[config.mk]
export PLATFORM = sky130hd
export DESIGN_NAME = pio_ports
export DESIGN_NICKNAME = d
export VERILOG_FILES = /design/src/hw/pio_pkg.sv /design/src/hw/pio_port_regs.sv /design/src/hw/pio_port_pins.sv /design/src/hw/pio_ports.sv
export SDC_FILE = /design/constraint.sdc
export NUM_CORES = 1
export LEC_CHECK = 0
export ABC_AREA = 1
export BUFFER_PORTS_ARGS = -buffer_cell sky130_fd_sc_hd__buf_2
export CAP_MARGIN = 30
export CORE_MARGIN = 2
export CORE_UTILIZATION = 45
export CTS_CLUSTER_SIZE = 25
export DETAILED_ROUTE_END_ITERATION = 10
export GPL_ROUTABILITY_DRIVEN = 0
export PLACE_DENSITY = 0.73
export SETUP_SLACK_MARGIN = 0.1
export SYNTH_ARGS = -nofsm -noshare
export SYNTH_HDL_FRONTEND = slang
export SYNTH_SLANG_ARGS = --single-unit
export TNS_END_PERCENT = 50
[constraint.sdc]
create_clock -name core_clk -period 1.66 [get_ports core_clk]
set_clock_uncertainty 0.05 [all_clocks]
set_input_delay 0.332 -clock core_clk [delete_from_list [all_inputs] [get_ports core_clk]]
set_output_delay 0.332 -clock core_clk [all_outputs]
set_load 0.05 [all_outputs]
[src/hw/pio_pkg.sv]
// constants shared by the parallel port block: port shapes, register
// indices, reset values and bus answers.
// assumes one core clock and a 32-bit AXI4-Lite register bus.
//
// How it works
// - eight ports, 36 pins, separately configured
// - port zero four bits, oscillator pins
// - port one four bits, reset/interrupt/stop pins
// - port two six bits, serial interfaces
// - port four eight bits, analog/key wakeup
// - port seven eight bits, timers, interrupts
// - ports eight, nine, B two bits each
// - port zero lowest two pins never general
// - output pin drives its held output latch
// - pin read returns live level, unlatched
// - pin sampled in read cycle, no strobe
// - written data on pins next cycle
// - direction register picks input or output
// - secondary enable passes peripheral output through
// - drive type picks push-pull or open-drain
// - pull-up only for inputs or open-drain
// - each port has only relevant registers

package pio_pkg;

    // ***************************************************************
    // port shapes
    // ***************************************************************
    localparam int PIO_NPORT = 8;
    localparam int PIO_NPIN = 36;
    localparam int PIO_DW = 8; // width of every port register
    // index order: p0, p1, p2, p4, p7, p8, p9, pb
    localparam int PIO_PORT_W [PIO_NPORT] = '{4, 4, 6, 8, 8, 2, 2, 2};
    localparam int PIO_PORT_LSB [PIO_NPORT] = '{0, 0, 0, 0, 0, 0, 0, 4};
    localparam int PIO_PIN_BASE [PIO_NPORT] = '{0, 4, 8, 14, 22, 30, 32, 34};
    localparam int PIO_IDX_P0 = 0;
    localparam int PIO_IDX_P2 = 2;
    localparam int PIO_IDX_P4 = 3;
    // general pins per port; p0 bits 1:0 belong to the oscillator
    localparam logic [7:0] PIO_P0_GP = 8'h0c;
    localparam logic [7:0] PIO_ALL_GP = 8'hff;
    // which optional registers exist, bit n for port index n
    localparam logic [7:0] PIO_HAS_SEC = 8'hfd;
    localparam logic [7:0] PIO_HAS_ODT = 8'hf4;
    localparam logic [7:0] PIO_HAS_PU = 8'hfe;

    // ***************************************************************
    // register indices; byte address = {port, index, 2'b00}
    // ***************************************************************
    localparam logic [2:0] PIO_REG_LATCH = 3'h0;
    localparam logic [2:0] PIO_REG_PIN = 3'h1;
    localparam logic [2:0] PIO_REG_DIR = 3'h2;
    localparam logic [2:0] PIO_REG_SEC = 3'h3;
    localparam logic [2:0] PIO_REG_ODT = 3'h4;
    localparam logic [2:0] PIO_REG_PU = 3'h5;
    localparam logic [7:0] PIO_RST_VAL = 8'h00;

    // ***************************************************************
    // bus answers
    // ***************************************************************
    localparam logic [1:0] PIO_RESP_OKAY = 2'h0;
    localparam logic [1:0] PIO_RESP_SLVERR = 2'h2;

endpackage

[src/hw/pio_port_regs.sv]
// one port's control registers; absent registers read as zero.
// assumes the caller qualifies wr_en with address decode.
`timescale 1ns/1ps
`default_nettype none

module pio_port_regs
    import pio_pkg::*;
#(
    parameter int W = 4, // pins in this port
    parameter int LSB = 0, // register bit of the lowest pin
    parameter logic [7:0] GP = 8'hff, // general purpose pins
    parameter bit HAS_SEC = 1'b1,
    parameter bit HAS_ODT = 1'b1,
    parameter bit HAS_PU = 1'b1
) (
    input wire logic core_clk,
    input wire logic resetn,
    input wire logic wr_en,
    input wire logic [2:0] wr_reg,
    input wire logic [7:0] wr_data,
    output logic [7:0] latch_reg,
    output logic [7:0] dir_reg,
    output logic [7:0] sec_reg,
    output logic [7:0] odt_reg,
    output logic [7:0] pu_reg
);

    // ***************************************************************
    // masks of implemented bits
    // ***************************************************************
    localparam logic [7:0] BITS = 8'(((1 << W) - 1) << LSB);
    localparam logic [7:0] DIR_M = BITS & GP;
    localparam logic [7:0] SEC_M = HAS_SEC ? BITS : 8'h00;
    localparam logic [7:0] ODT_M = HAS_ODT ? BITS : 8'h00;
    localparam logic [7:0] PU_M = HAS_PU ? BITS : 8'h00;

    if (W < 1 || LSB + W > PIO_DW) begin : g_bad_shape
        $error("pio_port_regs: port slice does not fit the register");
    end

    // output latch holds until the next write
    always_ff @(posedge core_clk) begin
        if (!resetn) begin
            latch_reg <= PIO_RST_VAL;
        end else if (wr_en && wr_reg == PIO_REG_LATCH) begin
            latch_reg <= wr_data & BITS;
        end
    end

    // direction, reset to input so nothing drives early
    always_ff @(posedge core_clk) begin
        if (!resetn) begin
            dir_reg <= PIO_RST_VAL;
        end else if (wr_en && wr_reg == PIO_REG_DIR) begin
            dir_reg <= wr_data & DIR_M;
        end
    end

    // secondary output enable
    always_ff @(posedge core_clk) begin
        if (!resetn) begin
            sec_reg <= PIO_RST_VAL;
        end else if (wr_en && wr_reg == PIO_REG_SEC) begin
            sec_reg <= wr_data & SEC_M;
        end
    end

    // drive type: 1 open-drain, 0 push-pull
    always_ff @(posedge core_clk) begin
        if (!resetn) begin
            odt_reg <= PIO_RST_VAL;
        end else if (wr_en && wr_reg == PIO_REG_ODT) begin
            odt_reg <= wr_data & ODT_M;
        end
    end

    // pull-up select
    always_ff @(posedge core_clk) begin
        if (!resetn) begin
            pu_reg <= PIO_RST_VAL;
        end else if (wr_en && wr_reg == PIO_REG_PU) begin
            pu_reg <= wr_data & PU_M;
        end
    end

endmodule // pio_port_regs

`default_nettype wire

[src/hw/pio_port_pins.sv]
// pad-side drive logic of one port: value, enable and pull-up.
// assumes the pad merges pin_o/pin_oe with the external level.
`timescale 1ns/1ps
`default_nettype none

module pio_port_pins #(
    parameter int W = 4 // pins in this port
) (
    input wire logic [W-1:0] latch,
    input wire logic [W-1:0] dir,
    input wire logic [W-1:0] sec,
    input wire logic [W-1:0] odt,
    input wire logic [W-1:0] pu,
    input wire logic [W-1:0] periph_o,
    output logic [W-1:0] pin_o,
    output logic [W-1:0] pin_oe,
    output logic [W-1:0] pin_pu
);

    logic [W-1:0] val; // level the pin should show when driven

    if (W < 1) begin : g_bad_width
        $error("pio_port_pins: a port needs at least one pin");
    end

    // peripheral replaces the latch where its enable is set
    assign val = (sec & periph_o) | (~sec & latch);
    // open-drain only pulls low; push-pull drives both levels
    assign pin_oe = dir & ~(odt & val);
    assign pin_o = val & ~odt;
    // pull-up matters only while nothing drives high
    assign pin_pu = pu & (~dir | odt);

endmodule // pio_port_pins

`default_nettype wire

[src/hw/pio_ports.sv]
// top of the parallel port block: AXI4-Lite slave, register decode,
// eight port slices and the live pin read path.
// assumes pins are synchronous to core_clk and the pad cells resolve
// pin_o, pin_oe and pin_pu into the wire level seen on pin_i.
//
// Local design decisions: the register addresses and the AXI4-Lite interface to the registers.
`timescale 1ns/1ps
`default_nettype none

module pio_ports
    import pio_pkg::*;
#(
    parameter int A_W = 8 // bus address width
) (
    input wire logic core_clk,
    input wire logic resetn,
    // write address channel
    input wire logic [A_W-1:0] s_axi_awaddr,
    input wire logic [2:0] s_axi_awprot,
    input wire logic s_axi_awvalid,
    output logic s_axi_awready,
    // write data channel
    input wire logic [31:0] s_axi_wdata,
    input wire logic [3:0] s_axi_wstrb,
    input wire logic s_axi_wvalid,
    output logic s_axi_wready,
    // write response channel
    output logic [1:0] s_axi_bresp,
    output logic s_axi_bvalid,
    input wire logic s_axi_bready,
    // read address channel
    input wire logic [A_W-1:0] s_axi_araddr,
    input wire logic [2:0] s_axi_arprot,
    input wire logic s_axi_arvalid,
    output logic s_axi_arready,
    // read data channel
    output logic [31:0] s_axi_rdata,
    output logic [1:0] s_axi_rresp,
    output logic s_axi_rvalid,
    input wire logic s_axi_rready,
    // pins, flat: p0 at 3:0 up to pb at 35:34
    input wire logic [PIO_NPIN-1:0] pin_i,
    output logic [PIO_NPIN-1:0] pin_o,
    output logic [PIO_NPIN-1:0] pin_oe,
    output logic [PIO_NPIN-1:0] pin_pu,
    // shared peripherals' outputs, same pin order
    input wire logic [PIO_NPIN-1:0] periph_o
);

    // ***************************************************************
    // shape checks
    // ***************************************************************
    function automatic int total_pins();
        int s;
        s = 0;
        for (int p = 0; p < PIO_NPORT; p++) begin
            s += PIO_PORT_W[p];
        end
        return s;
    endfunction

    if (total_pins() != PIO_NPIN) begin : g_bad_total
        $error("pio_ports: port widths do not add up to the pin count");
    end
    if (A_W < 8) begin : g_bad_addr
        $error("pio_ports: address too narrow for the register map");
    end

    // ***************************************************************
    // address decode
    // ***************************************************************
    // true when the address names a register that exists; an absent
    // register answers with an error rather than silently reading 0
    function automatic logic reg_exists(input logic [A_W-1:0] a);
        logic [2:0] p;
        logic [2:0] r;
        logic ok;
        p = a[7:5];
        r = a[4:2];
        // shifting rather than slicing keeps this legal when A_W is 8
        ok = (a[1:0] == 2'h0) && ((a >> 8) == '0);
        unique case (r)
            PIO_REG_LATCH, PIO_REG_PIN, PIO_REG_DIR: ok = ok;
            PIO_REG_SEC: ok = ok && PIO_HAS_SEC[p];
            PIO_REG_ODT: ok = ok && PIO_HAS_ODT[p];
            PIO_REG_PU: ok = ok && PIO_HAS_PU[p];
            default: ok = 1'b0; // indices 6 and 7 are holes
        endcase
        return ok;
    endfunction

    // ***************************************************************
    // write path
    // ***************************************************************
    logic aw_got_reg; // address captured
    logic [A_W-1:0] aw_addr_reg;
    logic w_got_reg; // data captured
    logic [7:0] w_data_reg; // only the low lane carries port data
    logic w_lane_reg; // byte lane 0 was enabled
    logic bvalid_reg;
    logic [1:0] bresp_reg;
    logic wr_go; // both halves held, response slot free
    logic wr_hit; // wr_go to an existing register with lane 0 enabled
    logic [2:0] wr_port;
    logic [2:0] wr_sel;

    // accept each half independently, one write in flight
    assign s_axi_awready = !aw_got_reg && !bvalid_reg;
    assign s_axi_wready = !w_got_reg && !bvalid_reg;
    assign wr_go = aw_got_reg && w_got_reg && !bvalid_reg;
    assign wr_port = aw_addr_reg[7:5];
    assign wr_sel = aw_addr_reg[4:2];
    assign wr_hit = wr_go && reg_exists(aw_addr_reg) && w_lane_reg;

    // write address holding register
    always_ff @(posedge core_clk) begin
        if (!resetn) begin
            aw_got_reg <= 1'b0;
            aw_addr_reg <= '0;
        end else if (s_axi_awvalid && s_axi_awready) begin
            aw_got_reg <= 1'b1;
            aw_addr_reg <= s_axi_awaddr;
        end else if (wr_go) begin
            aw_got_reg <= 1'b0;
        end
    end

    // write data holding register
    always_ff @(posedge core_clk) begin
        if (!resetn) begin
            w_got_reg <= 1'b0;
            w_data_reg <= 8'h00;
            w_lane_reg <= 1'b0;
        end else if (s_axi_wvalid && s_axi_wready) begin
            w_got_reg <= 1'b1;
            w_data_reg <= s_axi_wdata[7:0];
            w_lane_reg <= s_axi_wstrb[0];
        end else if (wr_go) begin
            w_got_reg <= 1'b0;
        end
    end

    // write response, held until the master takes it
    always_ff @(posedge core_clk) begin
        if (!resetn) begin
            bvalid_reg <= 1'b0;
            bresp_reg <= PIO_RESP_OKAY;
        end else if (wr_go) begin
            bvalid_reg <= 1'b1;
            // a write with lane 0 off is harmless, answered OKAY
            bresp_reg <= reg_exists(aw_addr_reg) ? PIO_RESP_OKAY
                                                 : PIO_RESP_SLVERR;
        end else if (s_axi_bready) begin
            bvalid_reg <= 1'b0;
        end
    end

    assign s_axi_bvalid = bvalid_reg;
    assign s_axi_bresp = bresp_reg;

    // ***************************************************************
    // port slices
    // ***************************************************************
    logic [7:0] latch_q [PIO_NPORT];
    logic [7:0] dir_q [PIO_NPORT];
    logic [7:0] sec_q [PIO_NPORT];
    logic [7:0] odt_q [PIO_NPORT];
    logic [7:0] pu_q [PIO_NPORT];
    logic [7:0] pin_rd [PIO_NPORT]; // live pins at register position

    for (genvar g = 0; g < PIO_NPORT; g++) begin : g_port
        localparam int W = PIO_PORT_W[g];
        localparam int L = PIO_PORT_LSB[g];
        localparam int B = PIO_PIN_BASE[g];
        localparam logic [7:0] GP = (g == PIO_IDX_P0) ? PIO_P0_GP
                                                      : PIO_ALL_GP;
        logic [7:0] rd_full; // this port's pins at register position
        logic wr_this; // a write aimed at this port

        // only a decoded, existing register of this port is written
        assign wr_this = wr_hit && (wr_port == 3'(g));

        // control registers; absent ones stay zero through their masks
        pio_port_regs #(
            .W(W),
            .LSB(L),
            .GP(GP),
            .HAS_SEC(PIO_HAS_SEC[g]),
            .HAS_ODT(PIO_HAS_ODT[g]),
            .HAS_PU(PIO_HAS_PU[g])
        ) u_regs (
            .core_clk(core_clk),
            .resetn(resetn),
            .wr_en(wr_this),
            .wr_reg(wr_sel),
            .wr_data(w_data_reg),
            .latch_reg(latch_q[g]),
            .dir_reg(dir_q[g]),
            .sec_reg(sec_q[g]),
            .odt_reg(odt_q[g]),
            .pu_reg(pu_q[g])
        );

        // pad drive of this port's slice of the flat pin vector
        pio_port_pins #(
            .W(W)
        ) u_pins (
            .latch(latch_q[g][L +: W]),
            .dir(dir_q[g][L +: W]),
            .sec(sec_q[g][L +: W]),
            .odt(odt_q[g][L +: W]),
            .pu(pu_q[g][L +: W]),
            .periph_o(periph_o[B +: W]),
            .pin_o(pin_o[B +: W]),
            .pin_oe(pin_oe[B +: W]),
            .pin_pu(pin_pu[B +: W])
        );

        // live pin levels at the register bits; no input latch, so
        // a bouncing input must be filtered by software
        always_comb begin
            rd_full = 8'h00;
            rd_full[L +: W] = pin_i[B +: W];
        end

        assign pin_rd[g] = rd_full;
    end

    // ***************************************************************
    // read path
    // ***************************************************************
    logic rvalid_reg; // read answer waiting for the master
    logic [1:0] rresp_reg;
    logic [31:0] rdata_reg;
    logic rd_take; // read address accepted this cycle
    logic [2:0] rd_port;
    logic [2:0] rd_sel;
    logic [7:0] rd_word; // selected register, zero when absent

    // one read in flight: a new address waits for the answer to go
    assign s_axi_arready = !rvalid_reg;
    assign rd_take = s_axi_arvalid && s_axi_arready;
    assign rd_port = s_axi_araddr[7:5];
    assign rd_sel = s_axi_araddr[4:2];

    // register select straight from the offered address
    always_comb begin
        rd_word = 8'h00;
        if (reg_exists(s_axi_araddr)) begin
            unique case (rd_sel)
                PIO_REG_LATCH: rd_word = latch_q[rd_port];
                PIO_REG_PIN: rd_word = pin_rd[rd_port];
                PIO_REG_DIR: rd_word = dir_q[rd_port];
                PIO_REG_SEC: rd_word = sec_q[rd_port];
                PIO_REG_ODT: rd_word = odt_q[rd_port];
                PIO_REG_PU: rd_word = pu_q[rd_port];
                default: rd_word = 8'h00; // holes read as zero
            endcase
        end
    end

    // read answer; the pins are sampled at the accepting edge, which
    // is the read cycle, and nothing outside marks that moment
    always_ff @(posedge core_clk) begin
        if (!resetn) begin
            rvalid_reg <= 1'b0;
            rresp_reg <= PIO_RESP_OKAY;
            rdata_reg <= 32'h0000_0000;
        end else if (rd_take) begin
            rvalid_reg <= 1'b1;
            rresp_reg <= reg_exists(s_axi_araddr) ? PIO_RESP_OKAY
                                                  : PIO_RESP_SLVERR;
            rdata_reg <= {24'h00_0000, rd_word};
        end else if (s_axi_rready) begin
            // answer taken, or nothing was pending
            rvalid_reg <= 1'b0;
        end
    end

    assign s_axi_rvalid = rvalid_reg;
    assign s_axi_rresp = rresp_reg;
    assign s_axi_rdata = rdata_reg;
endmodule // pio_ports

`default_nettype wire

======== After elaboration in Yosys (flattened, before gate mapping) ========
Memory sizes are Yosys's and may differ from the RTL's. A register that Yosys moved wholly into a read port is not among the register bits.
Index checks and enable logic that the tools add are counted.
cells by class
  $lt $le $gt $ge ......................... 3
  eq/ne operators ......................... 17
  muxes and demuxes ....................... 47
  bitwise gates (word level) .............. 73
  reductions and logical operators ........ 73
operators with widths
  operator            count
  $bmux 8 s3          6
  $mux 8              13
  $and 8x8->8         9
  $logic_and 1x1->1   58
  $not 8->8           6
  $pmux 8 s6          1
  $and 2x2->2         18
  $and 6x6->6         6
  $eq 3x3->1 const B  8
  $not 2->2           12
  $not 6->6           4
  $or 8x8->8          3
  $eq 3x2->1 const B  6
  $mux 3              6
  $mux 1              17
  $and 4x4->4         3
  $or 2x2->2          6
  $or 6x6->6          2
  $eq 3x1->1 const B  3
  $logic_not 3->1     3
  $lt 3x4->1 const B  2
  $not 4->4           2
  $pmux 1 s4          2
  $reduce_bool 2->1   4
  7 further kinds     13
storage, ports and cells
  register bits after elaboration ......... 187
  memory bits (read-only) ................. 48
  input port bits ......................... 137
  output and inout bits ................... 149
  word-level logic and storage cells ...... 264
  memories ................................ 6
memory list
  memory            words  width  read ports  clocked after Yosys merged registers in  write ports  line             source
  (name not given)  8      1      1           0                                        0            pio_ports.sv:86  PIO_REG_PU: ok = ok && PIO_HAS_PU[p];
  (name not given)  8      1      1           0                                        0            pio_ports.sv:85  PIO_REG_ODT: ok = ok && PIO_HAS_ODT[p];
  (name not given)  8      1      1           0                                        0            pio_ports.sv:84  PIO_REG_SEC: ok = ok && PIO_HAS_SEC[p];
  (name not given)  8      1      1           1                                        0            pio_ports.sv:86
  (name not given)  8      1      1           1                                        0            pio_ports.sv:85
  (name not given)  8      1      1           1                                        0            pio_ports.sv:84

======== Logic depth before layout (Yosys ltp) ========
Gate-level depths: netlist of the first run.
  depth after elaboration ................. 8
  depth in mapped cells ................... 13
  depth with buffers taken out ............ 11

======== Cells and area by module ========
A second synthesis of the first run with hierarchy kept.
second synthesis, totals
  cells, all modules ...................... 2662
  area, all modules ....................... 15110.7 sq um
by module, submodules not included
  module                                instances  cells an instance  area an instance (sq um)  sequential area each (sq um)
  pio_ports                             1          1180               5679.2                    680.7
  pio_port_regs (g_port[5].u_regs ...)  3          105                698.2                     200.2
  pio_port_regs (g_port[4].u_regs)      1          237                1691.6                    800.8
  pio_port_regs (g_port[3].u_regs)      1          202                1406.3                    640.6
  pio_port_regs (g_port[2].u_regs)      1          194                1307.5                    600.6
  pio_port_regs (g_port[1].u_regs)      1          110                765.7                     240.2
  pio_port_regs (g_port[0].u_regs)      1          100                684.4                     200.2
  pio_port_pins (g_port[3].u_pins ...)  2          72                 340.3                     0.0
  pio_port_pins (g_port[0].u_pins ...)  2          36                 160.2                     0.0
  pio_port_pins (g_port[5].u_pins ...)  3          18                 80.1                      0.0
  pio_port_pins (g_port[2].u_pins)      1          54                 240.2                     0.0

======== Worst setup path after synthesis of the first run ========
No wires, ideal clock.
  path type ............................... reg2reg
  from .................................... reg bvalid_reg, in the netlist s_axi_bvalid
  to ...................................... reg with a tool-made name
  setup time .............................. 125 ps
  arrival ................................. 2162 ps
  data required time ...................... 1485 ps
  slack ................................... -677 ps
  cell stages (with the launch flop) ...... 8
  path buffers ............................ 0
  period minus slack after synthesis ...... 2337 ps
  cell sequence ........................... dfxtp_1 -> nor2_1 -> nand2_1 -> o21ai_0 -> a21oi_1 -> or2_2 -> inv_1 -> nand2_1
RTL lines
  element                   line              source
  start: declaration        pio_ports.sv:100  logic bvalid_reg;
  start signal: assignment  pio_ports.sv:146  bvalid_reg <= 1'b0;
  start signal: assignment  pio_ports.sv:149  bvalid_reg <= 1'b1;
  start signal: assignment  pio_ports.sv:154  bvalid_reg <= 1'b0;

======== Worst setup path in the final report of the first run ========
  from .................................... reg aw_addr_reg[1]
  to ...................................... reg g_port[4].u_regs.sec_reg[3]
between the ends
  longest elaborated chain between the ends .. 7
  elaborated cells between the ends (all ways) .. 9
  those cells by class .................... mux (1); reduce/logical (8)
RTL lines
  element                                      line                 source
  start: declaration                           pio_ports.sv:96      logic [A_W-1:0] aw_addr_reg;
  start signal: assignment                     pio_ports.sv:122     aw_addr_reg <= s_axi_awaddr;
  $logic_not 2->1 *                            pio_ports.sv:81      ok = (a[1:0] == 2'h0) && ((a >> 8) == '0);
  $logic_and 1x1->1, on equally long branches  --
  $pmux 1 s4 *                                 --
  $logic_and 1x1->1 * (2 in a row)             pio_ports.sv:113     assign wr_hit = wr_go && reg_exists(aw_addr_reg) && w_lane_reg;
  $logic_and 1x1->1 *                          pio_ports.sv:181     assign wr_this = wr_hit && (wr_port == 3'(g));
  $logic_and 1x1->1 *                          pio_port_regs.sv:63  end else if (wr_en && wr_reg == PIO_REG_SEC) begin
  end signal: assignment                       pio_port_regs.sv:64  sec_reg <= wr_data & SEC_M;
  end: declaration                             pio_port_regs.sv:23  output logic [7:0] sec_reg,
Mark *: on every way between the ends. The rest lies on a longest branch, timed or not.
A chain may end at the register's enable or synchronous reset.

==> reports/summary.txt, run 1 <==
status -> finished with violations
failing checks -> negative setup slack
CP cell instances -> or2_4 > nor3_4 > nand3_4 > nor2_4 > buf_12 > nand2_8 > nand2_1 > a21oi_2
Multi-input gate area -> 6830 sq um
FF-to-FF Start -> aw_addr_reg[1]
NumNets Final -> 2014
r2r endpoint -> g_port[4].u_regs.sec_reg[3]
chip height -> 154 um
CP top delay family -> simple AND/OR/NAND/NOR gates
max reg flops -> 36
worst path arrival time -> 2.26 ns
Logic pwr share -> 16.4%
initial antenna violation count -> 0
synthesis-to-layout area growth -> 52.4%
Synth Area in XOR/XNOR -> 0%
FF+latch area -> 3880 sq um
setup ws final -> -0.339 ns
post-DR vias/cell -> 5.89
vias -> 12800
clk_lat worst skew -> 0.44 ns
RSZ-0062 raised after global routing -> yes
GRT overflow -> 0
Hold Path Stages -> 4
Site Rows -> 55
number of fill cells -> 1714
leakage power total -> 6.08 nW
CTS Buffer Depth -> 2
Final Critical Period -> 2.00 ns
highest-count cells in the layout ignoring fill and taps -> nand2_1, buf_2, a21oi_1
adder-cell share of the synthesized area -> 0%
Slew Limit Fails -> 0
relative slew slack -> 49.2%
I/O Buffers -> 216
number of synthesized flops with an enable pin -> 0
Initial DRT Pass Iterations -> 9
register bit count reported by yosys -> 188
multiplexer share of the synthesized area -> 2.30%
hold_sp -> s_axi_bready
Seq/Total Area, Yosys -> 37.0%
CTS root buffer -> clkbuf_16
drt drc -> 0
design area -> 15500 sq um
Core Area -> 22400 sq um
Crit. Startpoint -> aw_addr_reg[1]
worst hold path class -> input port to flip-flop
critical path type -> flip-flop to flip-flop
Peak Freq -> 500 MHz
DRT iter0 DRCs -> 1861
Initial Utilization -> 45.3%
Pwr Density -> 697 nW/um^2
sw frac -> 28.9%
slack of the worst reg-to-reg path -> -0.34 ns
most common cell after layout, fill and taps aside -> nand2_1
fin crit share -> 120%
Synth Area per Inst -> 6.49 sq um
Critical Path Fanout Max -> 8
routed len/inst -> 20.7 um
Post-Place Worst Slack -> -0.317 ns
CTS tree -> done
GRT Overall Usage -> 33.8%
Post-Place Cell Area -> 13000 sq um
Max VDD drop -> 0.000626 V
ys flop type -> dfxtp_1
Ys Warns -> 0
Synth Area in Compound Gates -> 15.9%
CTS sink count -> 188
MaxCap Viol Count -> 0
fraction of registers with async set/reset -> 0%
Critical Path Sink Type -> flip-flop
Worst-Margin Slew -> 0.760 ns
sequential fraction of design power -> 42.6%
H-tree levels -> 4
vias in the first global route -> 11700
share of layout cells above drive strength 1 -> 43.0%
CP max-delay cell -> dfxtp_2
post-synth cell types -> 34
Die ar. -> 23800 sq um
Post-Syn Area -> 10200 sq um
die width -> 154 um
first-pass GRT wire length -> 63000 um
worst r2r path cells -> 8
Worst Setup Start Kind -> flip-flop
Switch Pwr -> 3.12 mW
dpl hpwl -> 29400 um
Final Hold Vio Count -> 0
Detailed Route WL -> 45000 um
Final setup viols -> 213
antenna-violating nets left -> 0
Hold Path Sink -> s_axi_bvalid
n_diodes -> 0
clock share of power -> 41.0%
internal power -> 7.68 mW
tightest hold margin -> 0.0746 ns
TritonCTS buffer count -> 17
Slowest Stage Delay on Critical Path -> 0.32 ns
largest family of logic cells by synthesized area -> simple AND/OR/NAND/NOR gates
post-synthesis simple-gate area fraction -> 33.5%
io pins -> 286
critical path required time -> 1.92 ns
crit path buf inv count -> 1
largest net degree at the start of global routing -> 80
clock-pin transition on the worst setup and hold timing paths -> 0.07 ns
Mapped Cells -> 1567
cells by family (layout without fill, tap and decap cells):
family | after synthesis | in the layout
and+or+nand+nor | 802 | 802
AOI/OAI and AO/OA | 301 | 301
buffers and inverters | 252 | 543
DFF | 188 | 188
muxes | 23 | 23
other | 1 | 32
worst max-delay path by stage:
stage,end,slack [ns],depth (start not counted)
global route,g_port[2].u_regs.sec_reg[5],-0.46,8
global placement,s_axi_rdata[1],-0.34,11
floorplan,pin_pu[27],-0.24,2
finish,g_port[4].u_regs.sec_reg[3],-0.34,8
detailed placement,s_axi_rdata[1],-0.32,11
CTS,g_port[5].u_regs.latch_reg[1],-0.22,11
synth_stat cells, types with 2 or more instances:
cell,n,share of area (%)
inv_1,104,3.8
nand2_1,392,14
o2111ai_1,4,0.34
buf_1,2,0.074
mux2i_1,20,2.0
buf_2,19,0.94
or2_2,4,0.25
buf_4,46,3.4
inv_2,5,0.18
nor2_4,3,0.33
clkbuf_1,75,2.8
a21oi_1,185,9.1
nand3_1,216,11
o22ai_1,5,0.31
nor2_2,4,0.25
o211ai_1,8,0.59
a22oi_1,4,0.30
mux2_2,3,0.33
nand4_1,13,0.80
nor3_1,5,0.25
o21ai_0,71,3.5
nand3b_1,3,0.22
a21boi_0,14,1.0
dfxtp_1,188,37
nor2_1,158,5.8
o21a_1,8,0.59
tightest hold or removal path, delay by kind of cell:
kind,cells,cell delay [ns]
buf+inv,2,0.10
simple gates,1,0.04
compound gates,1,0.05
routing by layer:
| layer | up-vias | share of wire, % | wire, um | GRT usage [%] |
|---|---|---|---|---|
| met3 | 285 | 13 | 5650 | 9.30 |
| met1 | 5787 | 35 | 15900 | 41.6 |
| li1 | 5721 | - | - | - |
| met5 | - | 0.060 | 27 | 0 |
| met4 | 2 | 7.4 | 3330 | 18.1 |
| met2 | 1008 | 45 | 20100 | 54.2 |
metrics by stage:
step	utilization (%)	cells	TNS [ns]	power [mW]
floorplan	-	1598	-16.33	5.69
global placement	57.8	2102	-19.34	6.33
detailed placement	57.8	2102	-24.90	6.34
CTS	64.3	2161	-25.71	10.6
global route	69.1	2174	-55.87	11.1
finish	69.1	2174	-41.75	10.8
power by group through the flow:
stage | combinational (mW) | sequential, mW | clock, mW
6_report | 1.77 | 4.60 | 4.43
3_5_place_dp | 1.61 | 4.73 | 0
3_3_place_gp | 1.60 | 4.72 | 0
5_1_grt | 1.85 | 4.61 | 4.63
4_1_cts | 1.64 | 4.61 | 4.40
2_1_floorplan | 0.943 | 4.75 | 0
timing repair:
item | CTS | global route
gates cloned | 2 | 6
endpoints found under the setup margin | 244 | 257
hold buffers | 0 | 0
resized for setup | 203 | 282
pin swaps | 40 | 67
setup buffers | 26 | 7
final cells by class:
cell class / count / share of cell area [%]
Clock buffer: 22 / 3.00
Clock inverter: 9 / 1.04
Inverter: 110 / 2.71
Multi-Input combinational cell: 1158 / 44.1
Sequential cell: 188 / 25.0
Tap cell: 285 / 2.30
Timing Repair Buffer: 402 / 21.8
(Power assumes the default switching activity.)
==> run 2: changes to the inputs <==
BUFFER_PORTS_ARGS = -buffer_cell sky130_fd_sc_hd__clkbuf_2   (was -buffer_cell sky130_fd_sc_hd__buf_2)
==> run 2 against run 1 <==
The flow still finishes with violations (negative setup slack). Cell count is essentially flat. Register-to-register slack improved by 0.06 ns. First-iteration DRC count is 10% lower. Combinational power fell by 4%. Largest power group unchanged.
==> reports/summary.txt, run 2 (synthesis gave the netlist of run 1 again) <==
status -> finished with violations
failing checks -> negative setup slack
worst path arrival time -> 2.20 ns
Worst-Margin Slew -> 0.703 ns
clock share of power -> 39.6%
Final Hold Vio Count -> 0
critical path type -> flip-flop to flip-flop
highest-count cells in the layout ignoring fill and taps -> nand2_1, clkbuf_2, a21oi_1
CTS sink count -> 188
die width -> 154 um
post-DR vias/cell -> 5.71
leakage power total -> 5.90 nW
max reg flops -> 36
Final Critical Period -> 1.94 ns
Initial Utilization -> 45.3%
NumNets Final -> 2012
CTS tree -> done
largest net degree at the start of global routing -> 89
tightest hold margin -> 0.0655 ns
synthesis-to-layout area growth -> 45.6%
Critical Path Fanout Max -> 14
Max VDD drop -> 0.000600 V
fin crit share -> 117%
CP cell instances -> inv_2 > nand3_1 > nor2_2 > nor3_4 > nand3_4 > buf_4 > nor2_4 > buf_12 > nand2_1 > nand2_1 > a21oi_1
chip height -> 154 um
RSZ-0062 raised after global routing -> yes
Slew Limit Fails -> 0
Final setup viols -> 225
n_diodes -> 0
Slowest Stage Delay on Critical Path -> 0.34 ns
relative slew slack -> 53.1%
design area -> 14800 sq um
Logic pwr share -> 16.3%
most used cell along the critical path -> nand2_1
routed len/inst -> 19.2 um
GRT Overall Usage -> 32.8%
Peak Freq -> 515 MHz
Pwr Density -> 704 nW/um^2
Worst path depth -> 11
most common cell after layout, fill and taps aside -> nand2_1
Core Area -> 22400 sq um
Die ar. -> 23800 sq um
initial antenna violation count -> 0
worst r2r path cells -> 11
drt drc -> 0
io pins -> 286
internal power -> 7.12 mW
antenna-violating nets left -> 0
clock-pin transition on the worst setup and hold timing paths -> 0.08 ns
Post-Place Cells -> 2102
worst hold path class -> input port to flip-flop
H-tree levels -> 4
Site Rows -> 55
DRT iter0 DRCs -> 1670
dpl hpwl -> 29300 um
critical path required time -> 1.92 ns
vias -> 12400
CP top delay family -> simple AND/OR/NAND/NOR gates
Fin Setup TNS -> -37.63 ns
Critical Path Sink Type -> flip-flop
Layout Cells excl Fill -> 2173
Post-Place Cell Area -> 12900 sq um
Hold Path Stages -> 4
MaxCap Viol Count -> 0
fin util -> 66.0%
crit path buf inv count -> 3
CTS root buffer -> clkbuf_16
Initial DRT Pass Iterations -> 8
setup ws final -> -0.282 ns
sw frac -> 31.8%
vias in the first global route -> 11200
TritonCTS buffer count -> 17
Worst Setup Start Kind -> flip-flop
Switch Pwr -> 3.31 mW
sequential fraction of design power -> 44.1%
Detailed Route WL -> 41700 um
# hold bufs at CTS -> 0
first-pass GRT wire length -> 60600 um
I/O Buffers -> 216
clk_lat worst skew -> 0.45 ns
GRT overflow -> 0
share of layout cells above drive strength 1 -> 38.7%
CTS Buffer Depth -> 2
CP max-delay cell -> dfxtp_2
run 2: cell types whose count changed in the layout (fill, tap and decap cells not counted), moves of 11 or more:
cell,previous run,this run
a21oi_1,142,155
a21oi_2,42,30
buf_2,162,1
buf_6,62,19
clkbuf_2,0,174
clkbuf_8,2,33
dfxtp_1,128,139
nand2_1,318,344
nand2_4,25,9
nand3_1,111,126
run 2: per-stage QoR:
| step | setup WS, ns | total power [mW] |
|---|---|---|
| after CTS | -0.282 | 10.3 |
| after global routing | -0.382 | 10.7 |
| after detailed placement | -0.339 | 6.32 |
| after floorplan | -0.239 | 5.69 |
| after global placement | -0.314 | 6.30 |
| final | -0.282 | 10.4 |
run 2: what timing repair did:
item | CTS | global route
pin swaps | 32 | 31
setup endpoints to repair | 251 | 262
gates cloned | 0 | 2
setup buffers | 24 | 13
resized for setup | 181 | 149
run 2: worst min-delay path, stage by stage:
cell and delay [ns]:
clkbuf_2 0.07, inv_1 0.03, nand2_1 0.04, a21oi_1 0.05
run 2: worst paths after layout:
check / startpoint / end / slack, ns
max: aw_addr_reg[4] / g_port[2].u_regs.odt_reg[5] / -0.28
min: s_axi_bready / s_axi_bvalid / 0.07
max reg2reg: aw_addr_reg[4] / g_port[2].u_regs.odt_reg[5] / -0.28
min reg2reg: s_axi_rdata[3] / s_axi_rdata[3] / 0.42
run 2: layout make-up:
cell class	instances	area, sq um
Inverter	110	415
Sequential cell	188	3860
Timing Repair Buffer	399	3190
Tap cell	285	357
Multi-Input combinational cell	1159	6390
Clock inverter	14	146
Fill cell	1835	7630
Clock buffer	18	439
run 2: power groups by stage:
stage	registers, mW	logic [mW]	clock network, mW
after detailed placement	4.73	1.59	0
after global routing	4.61	1.79	4.33
after global placement	4.73	1.58	0
after CTS	4.60	1.61	4.13
final	4.60	1.70	4.13
after floorplan	4.75	0.943	0
run 2: layer usage:
metal | routed length (um) | part of all wire (%) | global-route usage [%] | up-vias
li1 | - | - | - | 5708
met1 | 15300 | 37 | 41.2 | 5591
met2 | 19000 | 46 | 53.2 | 890
met3 | 4900 | 12 | 8.01 | 211
met4 | 2400 | 5.8 | 15.9 | 0
met5 | 0 | 0 | 0 | -
